[config.mk]
export PLATFORM = sky130hd
export DESIGN_NAME = rts_top
export DESIGN_NICKNAME = d
export VERILOG_FILES = /design/src/rts_pkg.sv /design/src/rts_top.sv
export VERILOG_INCLUDE_DIRS = /design/src /design/src/src
export SDC_FILE = /design/constraint.sdc
export NUM_CORES = 1
export LEC_CHECK = 0
export BUFFER_PORTS_ARGS = -buffer_cell sky130_fd_sc_hd__buf_2
export CORE_ASPECT_RATIO = 1.5
export CORE_MARGIN = 1.5
export CORE_UTILIZATION = 66
export DETAILED_ROUTE_END_ITERATION = 6
export GPL_TIMING_DRIVEN = 0
export HOLD_SLACK_MARGIN = 0.15
export PLACE_DENSITY = 0.88
export REMOVE_ABC_BUFFERS = 1
export SLEW_MARGIN = 15
export SYNTH_ARGS = -nofsm -noshare
export SYNTH_HDL_FRONTEND = slang
export SYNTH_SLANG_ARGS = --single-unit
[constraint.sdc]
create_clock -name sys_clk -period 14.4 [get_ports sys_clk]
set_input_delay 1.44 -clock sys_clk [delete_from_list [all_inputs] [get_ports sys_clk]]
set_output_delay 1.44 -clock sys_clk [all_outputs]
set_load 0.01 [all_outputs]
[src/rts_defs.svh]
// constants for the regeneration trigger and tank staging block
`ifndef RTS_DEFS_SVH
`define RTS_DEFS_SVH
`define RTS_CLK_HZ 50000000
`define RTS_TICK_CYC (`RTS_CLK_HZ)
`define RTS_MAX_TANKS 6
`define RTS_MIN_TANKS 2
`define RTS_DROP_PCT 95
`define RTS_DROP_SEC 60
`define RTS_DAYS_MIN 1
`define RTS_DAYS_MAX 99
`define RTS_AUX_SEC_MAX 999
`define RTS_AUX_SEC_DEF 6
`define RTS_SEC_PER_DAY 86400
`define RTS_N_AUX 4
`define RTS_AUX_BLOCK 3
`endif

[src/rts_pkg.sv]
// types for the regeneration trigger and tank staging block
package rts_pkg;
  typedef enum logic [1:0] {
    RTS_IDLE = 2'b00,
    RTS_PEND = 2'b01,
    RTS_RUN = 2'b11
  } rts_state_e;
  typedef struct packed {
    logic [6:0] interval_days;
    logic [6:0] weekday_mask;
    logic use_interval;
    logic use_weekday;
    logic use_volume;
    logic immediate;
    logic use_sensor;
    logic use_dp;
    logic use_aux_in;
    logic [9:0] aux_in_sec;
  } rts_cfg_s;
  typedef struct packed {
    logic timeclock;
    logic volume;
    logic sensor;
    logic dp;
    logic aux_in;
  } rts_src_s;
endpackage : rts_pkg

[src/rts_top.sv]
// regeneration trigger combining and progressive flow tank staging
`timescale 1ns/100ps
`default_nettype none
`include "rts_defs.svh"
module rts_top #(
  parameter int unsigned TICK_CYC = `RTS_TICK_CYC
) (
  // clock and reset
  input wire logic sys_clk,
  input wire logic rst_n,
  // configuration
  input wire rts_pkg::rts_cfg_s cfg,
  input wire logic [31:0] capacity,
  input wire logic [4:0] convenient_hour,
  input wire logic [15:0] trip_point,
  input wire logic [2:0] tank_total,
  input wire logic [3:0] aux_normally_on,
  input wire logic [3:0] aux_func,
  // time of day
  input wire logic day_start,
  input wire logic [2:0] weekday,
  input wire logic [4:0] hour,
  // sensors
  input wire logic meter_pulse,
  input wire logic [15:0] flow_rate,
  input wire logic resin_exhausted,
  input wire logic dp_reached,
  input wire logic aux_contact,
  // regeneration sequencer and motor
  input wire logic regen_done,
  input wire logic motor_req,
  output logic regen_start,
  output logic regen_busy,
  output logic motor_drive,
  output var rts_pkg::rts_src_s regen_cause,
  // staging, auxiliaries and volume totaliser
  output logic [2:0] tanks_online,
  output logic [5:0] tank_enable,
  output logic [3:0] aux_out,
  output logic peer_tx_valid,
  output logic [2:0] peer_tx_count,
  output logic [31:0] volume_used
);
  import rts_pkg::*;

  function automatic logic [2:0] clamp_tanks(input logic [2:0] n);
    if (n < 3'(`RTS_MIN_TANKS)) return 3'(`RTS_MIN_TANKS);
    if (n > 3'(`RTS_MAX_TANKS)) return 3'(`RTS_MAX_TANKS);
    return n;
  endfunction : clamp_tanks

  function automatic logic [6:0] clamp_days(input logic [6:0] d);
    if (d < 7'(`RTS_DAYS_MIN)) return 7'(`RTS_DAYS_MIN);
    if (d > 7'(`RTS_DAYS_MAX)) return 7'(`RTS_DAYS_MAX);
    return d;
  endfunction : clamp_days

  // true on the selected weekdays; a weekday code of 7 never matches
  function automatic logic day_selected(input logic [6:0] mask, input logic [2:0] wd);
    if (wd > 3'd6) return 1'b0;
    return mask[wd];
  endfunction : day_selected

  // flow at or above the given multiple of the trip point
  function automatic logic flow_reaches(input logic [15:0] flow, input logic [15:0] trip,
                                        input logic [2:0] mult);
    return 32'(flow) >= 32'(trip) * 32'(mult);
  endfunction : flow_reaches

  // flow under the drop-out share of the given multiple of the trip point
  function automatic logic flow_under_drop(input logic [15:0] flow, input logic [15:0] trip,
                                           input logic [2:0] mult);
    return 32'(flow) * 32'd100 < 32'(trip) * 32'(mult) * 32'(`RTS_DROP_PCT);
  endfunction : flow_under_drop

  rts_state_e state;
  rts_src_s src;
  rts_src_s latched;
  logic [31:0] tick_cnt;
  logic tick;
  logic [6:0] day_cnt;
  logic vol_full;
  logic [9:0] aux_sec;
  logic aux_armed;
  logic [2:0] next_tanks;
  logic [5:0] drop_sec;
  logic [5:0] next_enable;

  // one second tick
  // the tick length is a parameter so that a short second speeds up simulation
  always_ff @(posedge sys_clk) begin
    if (!rst_n) begin
      tick_cnt <= 32'h0;
      tick <= 1'b0;
    end else if (tick_cnt >= 32'(TICK_CYC - 1)) begin
      tick_cnt <= 32'h0;
      tick <= 1'b1;
    end else begin
      tick_cnt <= tick_cnt + 32'h1;
      tick <= 1'b0;
    end
  end

  // day interval counter
  always_ff @(posedge sys_clk) begin
    if (!rst_n) begin
      day_cnt <= 7'h0;
    end else if (state == RTS_RUN) begin
      day_cnt <= 7'h0;
    end else if (day_start && day_cnt < 7'(`RTS_DAYS_MAX)) begin
      day_cnt <= day_cnt + 7'h1;
    end
  end

  // volume totaliser
  always_ff @(posedge sys_clk) begin
    if (!rst_n) begin
      volume_used <= 32'h0;
    end else if (regen_start) begin
      volume_used <= 32'h0;
    end else if (meter_pulse && volume_used != 32'hffffffff) begin
      volume_used <= volume_used + 32'h1;
    end
  end
  // a full totaliser stays pending until the start pulse clears it
  assign vol_full = cfg.use_volume && capacity != 32'h0 && volume_used >= capacity;

  // aux input persistence; contact must reopen before it can fire again
  always_ff @(posedge sys_clk) begin
    if (!rst_n) begin
      aux_sec <= 10'h0;
      aux_armed <= 1'b1;
    end else if (!aux_contact) begin
      aux_sec <= 10'h0;
      aux_armed <= 1'b1;
    end else if (state == RTS_RUN) begin
      aux_armed <= 1'b0;
    end else if (tick && aux_sec < 10'(`RTS_AUX_SEC_MAX)) begin
      aux_sec <= aux_sec + 10'h1;
    end
  end

  always_comb begin
    src.timeclock = (cfg.use_interval && day_start &&
                     day_cnt + 7'h1 >= clamp_days(cfg.interval_days)) ||
                    (cfg.use_weekday && day_start &&
                     day_selected(cfg.weekday_mask, weekday));
    src.volume = vol_full && (cfg.immediate || hour == convenient_hour);
    src.sensor = cfg.use_sensor && resin_exhausted;
    src.dp = cfg.use_dp && dp_reached;
    src.aux_in = cfg.use_aux_in && aux_contact && aux_armed &&
                 aux_sec >= cfg.aux_in_sec;
  end

  // request state: idle, pending for one cycle, running until done
  always_ff @(posedge sys_clk) begin
    if (!rst_n) begin
      state <= RTS_IDLE;
    end else begin
      case (state)
        RTS_IDLE: begin
          if (src != '0) state <= RTS_PEND;
        end
        RTS_PEND: begin
          state <= RTS_RUN;
        end
        RTS_RUN: begin
          if (regen_done) state <= RTS_IDLE;
        end
        default: begin
          state <= RTS_IDLE;
        end
      endcase
    end
  end

  // triggers seen while idle, merged into one request
  always_ff @(posedge sys_clk) begin
    if (!rst_n) begin
      latched <= '0;
    end else if (state == RTS_IDLE) begin
      latched <= src;
    end
  end

  // one start pulse per request
  always_ff @(posedge sys_clk) begin
    if (!rst_n) begin
      regen_start <= 1'b0;
    end else begin
      regen_start <= (state == RTS_PEND);
    end
  end

  // busy from the start until the sequencer reports done
  always_ff @(posedge sys_clk) begin
    if (!rst_n) begin
      regen_busy <= 1'b0;
    end else if (state == RTS_PEND) begin
      regen_busy <= 1'b1;
    end else if (state == RTS_RUN && regen_done) begin
      regen_busy <= 1'b0;
    end
  end

  // causes reported with the start pulse
  always_ff @(posedge sys_clk) begin
    if (!rst_n) begin
      regen_cause <= '0;
    end else if (state == RTS_PEND) begin
      regen_cause <= latched | src;
    end
  end

  // target tank count from flow against multiples of the trip point
  always_comb begin
    next_tanks = 3'd1;
    for (int k = 1; k < `RTS_MAX_TANKS; k++) begin
      if (trip_point != 16'h0 && k < int'(clamp_tanks(tank_total)) &&
          flow_reaches(flow_rate, trip_point, 3'(k)))
        next_tanks = 3'(k + 1);
    end
  end

  // staging evaluated once per second; drop-out after 60 s below 95%
  // only one tank leaves per drop, so a sudden fall in flow sheds them a minute apart
  always_ff @(posedge sys_clk) begin
    if (!rst_n) begin
      tanks_online <= 3'd1;
      drop_sec <= 6'h0;
    end else if (tick) begin
      if (next_tanks > tanks_online) begin
        tanks_online <= next_tanks;
        drop_sec <= 6'h0;
      end else if (tanks_online > 3'd1 &&
                   flow_under_drop(flow_rate, trip_point, tanks_online - 3'd1)) begin
        if (drop_sec >= 6'(`RTS_DROP_SEC - 1)) begin
          tanks_online <= tanks_online - 3'd1;
          drop_sec <= 6'h0;
        end else begin
          drop_sec <= drop_sec + 6'h1;
        end
      end else begin
        drop_sec <= 6'h0;
      end
    end
  end

  // tank enables and peer update only on count change
  genvar g;
  generate
    for (g = 0; g < `RTS_MAX_TANKS; g++) begin : g_en
      assign next_enable[g] = (3'(g) < tanks_online);
    end
  endgenerate

  always_ff @(posedge sys_clk) begin
    if (!rst_n) begin
      tank_enable <= 6'h01;
    end else if (next_enable != tank_enable) begin
      tank_enable <= next_enable;
    end
  end

  // peer link: one update per count change, carrying the new count
  always_ff @(posedge sys_clk) begin
    if (!rst_n) begin
      peer_tx_valid <= 1'b0;
      peer_tx_count <= 3'd1;
    end else begin
      peer_tx_valid <= (next_enable != tank_enable);
      if (next_enable != tank_enable) begin
        peer_tx_count <= tanks_online;
      end
    end
  end

  // motor drive follows the sequencer request only while regenerating
  always_ff @(posedge sys_clk) begin
    if (!rst_n) begin
      motor_drive <= 1'b0;
    end else begin
      motor_drive <= regen_busy && motor_req;
    end
  end

  // programmable auxiliaries; aux 4 doubles as the blocking valve
  genvar a;
  generate
    for (a = 0; a < `RTS_N_AUX; a++) begin : g_aux
      logic active;
      if (a == `RTS_AUX_BLOCK) begin : g_block
        assign active = !tank_enable[0] || regen_busy;
      end else begin : g_prog
        assign active = aux_func[a] && regen_busy;
      end
      always_ff @(posedge sys_clk) begin
        if (!rst_n) begin
          aux_out[a] <= 1'b0;
        end else begin
          aux_out[a] <= aux_normally_on[a] ^ active;
        end
      end
    end
  endgenerate
endmodule : rts_top
`default_nettype wire

-- After elaboration in Yosys (flattened, before gate mapping)
Cells that the tools add are included.
- register bits after elaboration: 121
- input port bits: 128
- output and inout bits: 57
- word-level logic and storage cells: 171
- add/sub/neg operators: 6
- $mul: 5
- magnitude comparators: 32
- eq/ne operators: 7
- mux-type cells: 36
- bitwise operators: 7
- reductions and logical operators: 49
- operators with widths (kind ; count):
    32-bit by 1-bit adder with 32-bit output, second input constant ; 2
    16-bit by 18-bit >= comparator with 1-bit output ; 2
    3-bit 2-to-1 mux ; 11
    32-bit by 26-bit >= comparator with 1-bit output, second input constant ; 1
    32-bit >= comparator ; 1
    32-bit inequality test, second input constant ; 1
    32-bit nonzero test ; 1
    1-bit logical AND ; 31
    7-bit 2-to-1 mux ; 4
    23-bit by 26-bit less-than comparator with 1-bit output ; 1
    19-bit by 7-bit multiplier with 26-bit output, second input constant ; 1
    16-bit by 5-bit multiplier with 21-bit output, second input constant ; 1
    16-bit by 19-bit >= comparator with 1-bit output ; 1
    16-bit by 3-bit multiplier with 19-bit output ; 1
    16-bit by 3-bit multiplier with 19-bit output, second input constant ; 1
    16-bit by 2-bit multiplier with 18-bit output, second input constant ; 1
    6-bit 2-to-1 mux ; 3
    16-bit by 17-bit >= comparator with 1-bit output ; 1
    16-bit >= comparator ; 1
    16-bit nonzero test ; 1
    1-bit 2-to-1 mux ; 13
    2-bit by 3-bit less-than comparator with 1-bit output, first input constant ; 4
    3-bit less-than comparator, first input constant ; 4
    10-bit by 1-bit adder with 10-bit output, second input constant ; 1
    35 further kinds ; 53

-- Depth between registers and ports, before layout
Gate-level depths: netlist of run 1.
- word-level depth: 16
- gate-level depth with buffers: 43
- depth with buffers taken out: 39

-- Worst setup path after synthesis of run 1
OpenSTA, ideal clock, no wires.
- path kind: register to register
- from: reg tanks_online[0]
- to: reg tanks_online[1]
- setup time: 96 ps
- arrival time: 9763 ps
- data required time: 14304 ps
- slack: 4542 ps
- stages on the path, launching flop included: 41
- path buffers: 4
- period minus slack after synthesis: 9858 ps
- cell sequence: dfxtp_1 > clkbuf_1 > inv_1 > clkbuf_1 > ha_1 > inv_1 > clkbuf_1 > nand2_1 > fa_1 > fa_1 > nor2b_1 > o21ai_0 > a21boi_0 > o21ai_0 > nor2b_1 > xnor2_1 > fa_1 > fa_1 > (+5 left out) > a21o_1 > a21oi_1 > o211ai_2 > o311a_4 > nor2_1 > inv_1 > a21o_1 > a21oi_1 > xor2_1 > ha_1 > nand4_1 > or4_1 > a21o_1 > a21oi_1 > a41oi_2 > buf_6 > a311o_1 > o41ai_2
- word-level cells in the longest chain between the ends: 7
- elaborated cells between the ends (all ways): 13
- those cells by class: 1 x add/sub; 2 x mul; 3 x order compare; 3 x mux; 4 x reduce/logical
- ends and longest elaborated chain (item ; RTL line ; RTL):
    start: declaration ; rts_top.sv:37 ; output logic [2:0] tanks_online,
    start signal: assignment ; rts_top.sv:233 ; tanks_online <= next_tanks;
    start signal: assignment ; rts_top.sv:238 ; tanks_online <= tanks_online - 3'd1;
    3-bit by 1-bit subtractor with 3-bit output ; rts_top.sv:236, rts_top.sv:238 ;
    16-bit by 3-bit multiplier with 19-bit output ; rts_top.sv:73 ; return 32'(flow) * 32'd100 < 32'(trip) * 32'(mult) * 32'(`RTS_DROP_PCT);
    19-bit by 7-bit multiplier with 26-bit output ; rts_top.sv:73 ;
    23-bit by 26-bit less-than comparator with 1-bit output ; rts_top.sv:73 ;
    1-bit logical AND ; rts_top.sv:235 ; end else if (tanks_online > 3'd1 &&
    2-bit nonzero test (no line) ; n/a ;
    3-bit AND reduction (no line) ; n/a ;
Parallel ways exist; a longest one is shown, timed or not. The select of a mux whose other input is x is not followed.
A chain may end at the register's enable or synchronous reset.

-- Worst setup path after layout of run 1
- from: reg tanks_online[0]
- to: reg tanks_online[2]
The elaborated chain is that of the path after synthesis.

==> run_results.csv, run 1 <==
group,metric,value,unit
synthesis,synth_edf_count,0,
synthesis,synth-xor-area-share,8.08,%
worst_setup_path,path_depth,35,
global_route,grt_max_degree,33,
die,coreArea,25000,µm²
timing,setup_viol,0,
drt,drt_iter0_drc,733,
worst_setup_path,cpMostUsedCell,"inv_1",
run,drv_cap,0,
clock_tree,cts_resized,0,
worst_setup_path,startpoint_type,"flop",
final_layout,nFillCells,1867,
die,die_y,198,µm
drt,vias,15400,
worst_setup_path,required,14.70,ns
min_path,min_path_cells,1,
placement,placed_area,17900,µm²
timing,slew_headroom,38.9,%
synthesis,ys_seq_area_share,14.4,%
clock_tree,clk_pin_slew,0.06,ns
synthesis,synthCells,2036,
clock_tree,clock-sinks,120,
timing,fmax,85.2,MHz
drt,antenna_left,0,
die,start_util,66.9,%
die,io-pin-count,185,
worst_setup_path,endpoint_kind,"flop",
timing,fin_setup_tns,0,ns
timing,fin_skew,0.00891,ns
worst_setup_path,critPathSlowestCell,"dfxtp_1",
clock_tree,clockRootBuffer,"clkbuf_16",
synthesis,synthSimpleGateAreaFrac,16.9,%
drt,drc,0,
synthesis,ys_seq_elements,120,
worst_setup_path,cp_num_buf_inv,6,
drt,firstDrtPassIters,5,
global_route,track_usage,32.0,%
synthesis,yosysWarnings,0,
die,dieArea,26300,µm²
min_path,min_from,"tick_cnt[0]",
final_layout,layout.nets,2772,
synthesis,muxShareOfSynthArea,0.502,%
die,die_w,133,µm
timing,setup_ws,2.67,ns
placement,port_buffers,183,
worst_setup_path,cp_max_fo,17,
timing,worstMarginPinSlew,0.910,ns
worst_setup_path,cpPeakStageDelay,0.84,ns
clock_tree,cts_tree,"done",
placement,dp_hpwl,33.9,mm
timing,finalCriticalPeriod,11.73,ns
final_layout,syn_to_final_growth,10.7,%
drt,routed_wl,41.7,mm
final_layout,final_area,18500,µm²
worst_setup_path,crit_family,"adder cells",
placement,place_congestion,0.902,
timing,whs,0.463,ns
clock_tree,holdBufCountCts,0,
timing,period_share,81.5,%
timing,slew_viol_final,0,
synthesis,synth-adder-area-share,36.3,%
synthesis,synthArstFlopShare,0,%
global_route,grt_pass1_wl,69.8,mm
die,rows,71,
placement,dp_slack,2.40,ns
worst_setup_path,worstSetupPathType,"reg2reg",
clock_tree,clk_latency,0.42,ns
worst_setup_path,arrival,12.04,ns
drt,vias_per_cell,6.01,
clock_tree,cts_max_level,4,
synthesis,syn_area,16700,µm²
synthesis,synthDistinctLibCells,84,
final_layout,diodes,0,
clock_tree,cts_setup_buffers,0,
clock_tree,cts_buffers,17,
worst_setup_path,crit_path_start,"tanks_online[0]",
min_path,min_path_type,"reg2reg",
timing,rsz0062_at_grt,"no",
synthesis,syn_area_per_cell,8.20,µm²
synthesis,synth_compound_area_share,16.5,%
synthesis,ys.flop_type,"dfxtp_1",
final_layout,drive_gt1_share,10.6,%
drt,wire_per_inst,16.3,µm
status,status,"finished, final reports clean",
global_route,antenna_found_initial,0,
worst_setup_path,rr_worst_depth,35,
timing,hold_viol_final,0,
worst_setup_path,r2r_start,"tanks_online[0]",
global_route,globalRoute.totalOverflow,0,
global_route,grt_pass1_vias,15800,
clock_tree,cts.path.max_buffers,2,
synthesis,synth_top_family_by_area,"adder cells",
## sequential cells by signal, summed over array words and instances (netlist names), 3 cells and up
signal	cells
drop_sec	6
aux_out	4
tick_cnt	32
day_cnt	7
aux_sec	10
volume_used	32
tank_enable	6
tanks_online	3
regen_cause	5
latched	5
## cell usage in the layout, fill, tap and decap left out, drive strengths merged, types with 7 or more instances in the layout
| cell | n |
|---|---|
| and4 | 8 |
| inv | 291 |
| o21bai | 7 |
| nand4 | 35 |
| buf | 184 |
| nor2b | 18 |
| nor2 | 164 |
| a211oi | 14 |
| fa | 91 |
| xor2 | 97 |
| a31oi | 19 |
| nand2b | 18 |
| nand3 | 60 |
| o211ai | 18 |
| dfxtp | 120 |
| ha | 338 |
| xnor2 | 57 |
| and2 | 10 |
| o21ai | 90 |
| a21oi | 118 |
| nand2 | 155 |
| nor3 | 38 |
| a21o | 44 |
| and3 | 37 |
| clkbuf | 19 |
| nor4 | 13 |
| o2111ai | 8 |
| a211o | 9 |
| or3 | 10 |
| o21a | 16 |
| clkinv | 7 |
| o31ai | 7 |
| a2111oi | 12 |
## final timing paths
kind	slack, ns	to
min	0.46	tick_cnt[0]
max	2.67	tanks_online[2]
min reg2reg	0.46	tick_cnt[0]
max reg2reg	2.67	tanks_online[2]
## synth_stat cells, drive strengths merged (4+ instances only)
cell type | instances | share of area (%)
mux2i | 5 | 0.30
a31oi | 19 | 0.80
nor2b | 18 | 0.67
o21ai | 90 | 2.7
nand2 | 155 | 3.5
nand3b | 4 | 0.18
nand3 | 60 | 1.8
o211ai | 18 | 0.87
o21bai | 7 | 0.31
a22oi | 4 | 0.18
or4 | 4 | 0.18
a221oi | 4 | 0.21
or2 | 4 | 0.15
a31o | 6 | 0.31
and4 | 8 | 0.42
a2111oi | 12 | 0.67
nor2 | 164 | 3.7
o21a | 16 | 0.72
nand4 | 35 | 1.3
a21boi | 6 | 0.27
dfxtp | 120 | 14
a21o | 44 | 2.0
inv | 289 | 6.5
or3 | 10 | 0.37
nor4 | 13 | 0.49
o31ai | 7 | 0.31
a211o | 9 | 0.47
a21oi | 118 | 3.6
a211oi | 14 | 0.63
and3 | 37 | 1.4
clkbuf | 24 | 0.54
nor3 | 38 | 1.1
xor2 | 97 | 5.1
nand2b | 18 | 0.67
o2111ai | 8 | 0.42
xnor2 | 57 | 3.0
fa | 91 | 11
buf | 5 | 0.21
and2 | 10 | 0.37
ha | 338 | 25
nor3b | 4 | 0.18
## layer usage
layer | part of all wire (%) | GRT usage, %
met2 | 54 | 61.1
met3 | 3.2 | 2.97
met4 | 3.9 | 14.4
met5 | 0 | 0
met1 | 39 | 35.5
## metrics by stage
step	utilization, %	cells
final	74.0	2556
after global routing	74.0	2556
after floorplan	-	2012
after CTS	73.9	2555
after detailed placement	71.7	2523
after global placement	71.7	2523
## cells by family after synthesis
logic type	after synthesis
fa+ha+maj	430
flops	120
other cells	1
mux	7
buf+inv	318
simple gates	590
xor+xnor	154
compound gates	416
## layout make-up
type / count / area [µm²] / share of cell area, %
Sequential cell: 120 / 2400 / 13.0
Clock buffer: 19 / 443 / 2.40
Inverter: 289 / 1080 / 5.87
Timing Repair Buffer: 184 / 927 / 5.02
Tap cell: 328 / 410 / 2.22
Clock inverter: 13 / 97.6 / 0.528
Multi-Input combinational cell: 1603 / 13100 / 71.0
Power of run 1 is left out: the tool's default activity adds up to more than one toggle a clock period on the data nets, which glitch-free logic cannot reach.
==> inputs of run 2 (changes only) <==
--- a/config.mk
+++ b/config.mk
@@ -9,11 +9,11 @@
 export BUFFER_PORTS_ARGS = -buffer_cell sky130_fd_sc_hd__buf_2
 export CORE_ASPECT_RATIO = 1.5
 export CORE_MARGIN = 1.5
-export CORE_UTILIZATION = 66
+export CORE_UTILIZATION = 62
 export DETAILED_ROUTE_END_ITERATION = 6
 export GPL_TIMING_DRIVEN = 0
 export HOLD_SLACK_MARGIN = 0.15
-export PLACE_DENSITY = 0.88
+export PLACE_DENSITY = 0.84
 export REMOVE_ABC_BUFFERS = 1
 export SLEW_MARGIN = 15
 export SYNTH_ARGS = -nofsm -noshare
==> constraint.sdc (replaced) <==
create_clock -name sys_clk -period 11.33 [get_ports sys_clk]
set_input_delay 1.133 -clock sys_clk [delete_from_list [all_inputs] [get_ports sys_clk]]
set_output_delay 1.133 -clock sys_clk [all_outputs]
set_load 0.01 [all_outputs]
==> run_results.csv, run 2 (synthesis results as in run 1) <==
group,metric,value,unit
status,status,"finished, final reports clean",
clock_tree,cts.path.max_buffers,2,
clock_tree,clk_latency,0.42,ns
final_layout,multi_input_area,13100,µm²
drt,vias,15300,
worst_setup_path,crit_family,"adder cells",
drt,wire_per_inst,16.3,µm
timing,period_share,96.2,%
clock_tree,clock-sinks,120,
final_layout,diodes,0,
die,start_util,63.0,%
final_layout,final_common_cell,"ha_1",
worst_setup_path,rr_worst_depth,36,
clock_tree,clockRootBuffer,"clkbuf_16",
drt,drt_iter0_drc,739,
min_path,hold_path_end,"aux_armed",
die,io-pin-count,185,
timing,slew_viol_final,0,
drt,routed_wl,41.9,mm
die,coreArea,26500,µm²
worst_setup_path,cp_num_buf_inv,7,
die,dieArea,27900,µm²
global_route,antenna_found_initial,0,
global_route,grt_pass1_wl,69.3,mm
final_layout,final_util,70.4,%
die,die_y,204,µm
worst_setup_path,cp_max_fo,17,
final_layout,mostFrequentLayoutCells,"ha_1 (338), inv_1 (287), buf_2 (183)",
timing,whs,0.455,ns
min_path,min_from,"aux_armed",
worst_setup_path,timing.rr.end,"tanks_online[2]",
global_route,track_usage,30.1,%
worst_setup_path,r2r_start,"tanks_online[0]",
drt,drc,0,
worst_setup_path,startpoint_type,"flop",
timing,finalCriticalPeriod,10.90,ns
worst_setup_path,worstSetupPathType,"reg2reg",
drt,antenna_left,0,
clock_tree,holdBufCountCts,0,
drt,vias_per_cell,5.95,
die,rows,73,
clock_tree,cts_buffers,17,
timing,fin_skew,0.0101,ns
global_route,grt_pass1_vias,15600,
final_layout,drive_gt1_share,11.2,%
timing,worstMarginPinSlew,1.10,ns
worst_setup_path,required,11.64,ns
final_layout,top_regs,"tick_cnt (32), volume_used (32), aux_sec (10)",
global_route,grt_max_degree,33,
die,die_w,137,µm
timing,hold_viol_final,0,
final_layout,seq_area,2410,µm²
worst_setup_path,critPathSlowestCell,"fa_1",
worst_setup_path,cpPeakStageDelay,0.63,ns
worst_setup_path,reg2reg_setup_slack,0.43,ns
clock_tree,cts_max_level,4,
global_route,globalRoute.totalOverflow,0,
placement,place_congestion,0.944,
placement,dp_hpwl,33.6,mm
min_path,min_path_type,"reg2reg",
final_layout,layout.nets,2779,
placement,port_buffers,183,
worst_setup_path,endpoint_kind,"flop",
drt,firstDrtPassIters,5,
min_path,min_path_cells,1,
timing,fmax,91.8,MHz
final_layout,syn_to_final_growth,11.8,%
final_layout,nFillCells,2122,
timing,slew_headroom,26.5,%
worst_setup_path,arrival,11.20,ns
clock_tree,clk_pin_slew,0.06,ns
run,drv_cap,0,
clock_tree,cts_tree,"done",
timing,setup_viol,0,
-- run 2: how the worst max path moves through the flow --
stage	start	to	slack (ns)	cells after the start
global placement	tanks_online[0]	tanks_online[2]	-0.51	35
floorplan	tanks_online[0]	tanks_online[2]	1.31	36
global route	tanks_online[1]	tanks_online[2]	-0.03	35
CTS	tanks_online[0]	tanks_online[2]	0.07	35
detailed placement	tanks_online[0]	tanks_online[2]	-0.77	35
finish	tanks_online[0]	tanks_online[2]	0.43	36
-- run 2: layout make-up --
class	instances	share of cell area, %
Clock buffer	19	2.37
Clock inverter	13	0.912
Inverter	289	5.86
Multi-Input combinational cell	1603	70.5
Sequential cell	120	12.9
Tap cell	337	2.26
Timing Repair Buffer	191	5.23
-- run 2: repair_timing --
item                       4_1_cts  5_1_grt
setup endpoints to repair        9        9
setup buffers                    0        8
pin swaps                        0        0
gates resized for setup          3        7
-- run 2: worst reg2reg max path: cells and delay by family, from the launching register on --
family | cells | cell delay [ns]
adders and majority gates | 9 | 3.96
AOI/OAI and AO/OA | 12 | 3.53
buffers and inverters | 7 | 0.66
DFF | 1 | 0.51
xor gates and xnor gates | 3 | 0.99
and+or+nand+nor | 5 | 1.14
-- run 2: through the flow --
stage	cells	cell area (µm²)	TNS, ns	setup slack, ns
floorplan	2012	16600	0	1.31
global placement	2532	17900	-2.62	-0.514
detailed placement	2532	17900	-5.02	-0.770
CTS	2564	18600	0	0.0675
global route	2572	18700	-0.0366	-0.0293
finish	2572	18700	0	0.435
-- run 2: per-layer routing --
layer,wire length (µm),share of wire (%),up-vias,track usage (%)
li1,-,-,7464,-
met1,16400,39,7300,33.6
met2,22400,53,424,57.1
met3,1510,3.6,125,3.05
met4,1580,3.8,0,12.2
met5,0,0,-,0
Power of run 2 is left out for the same reason.
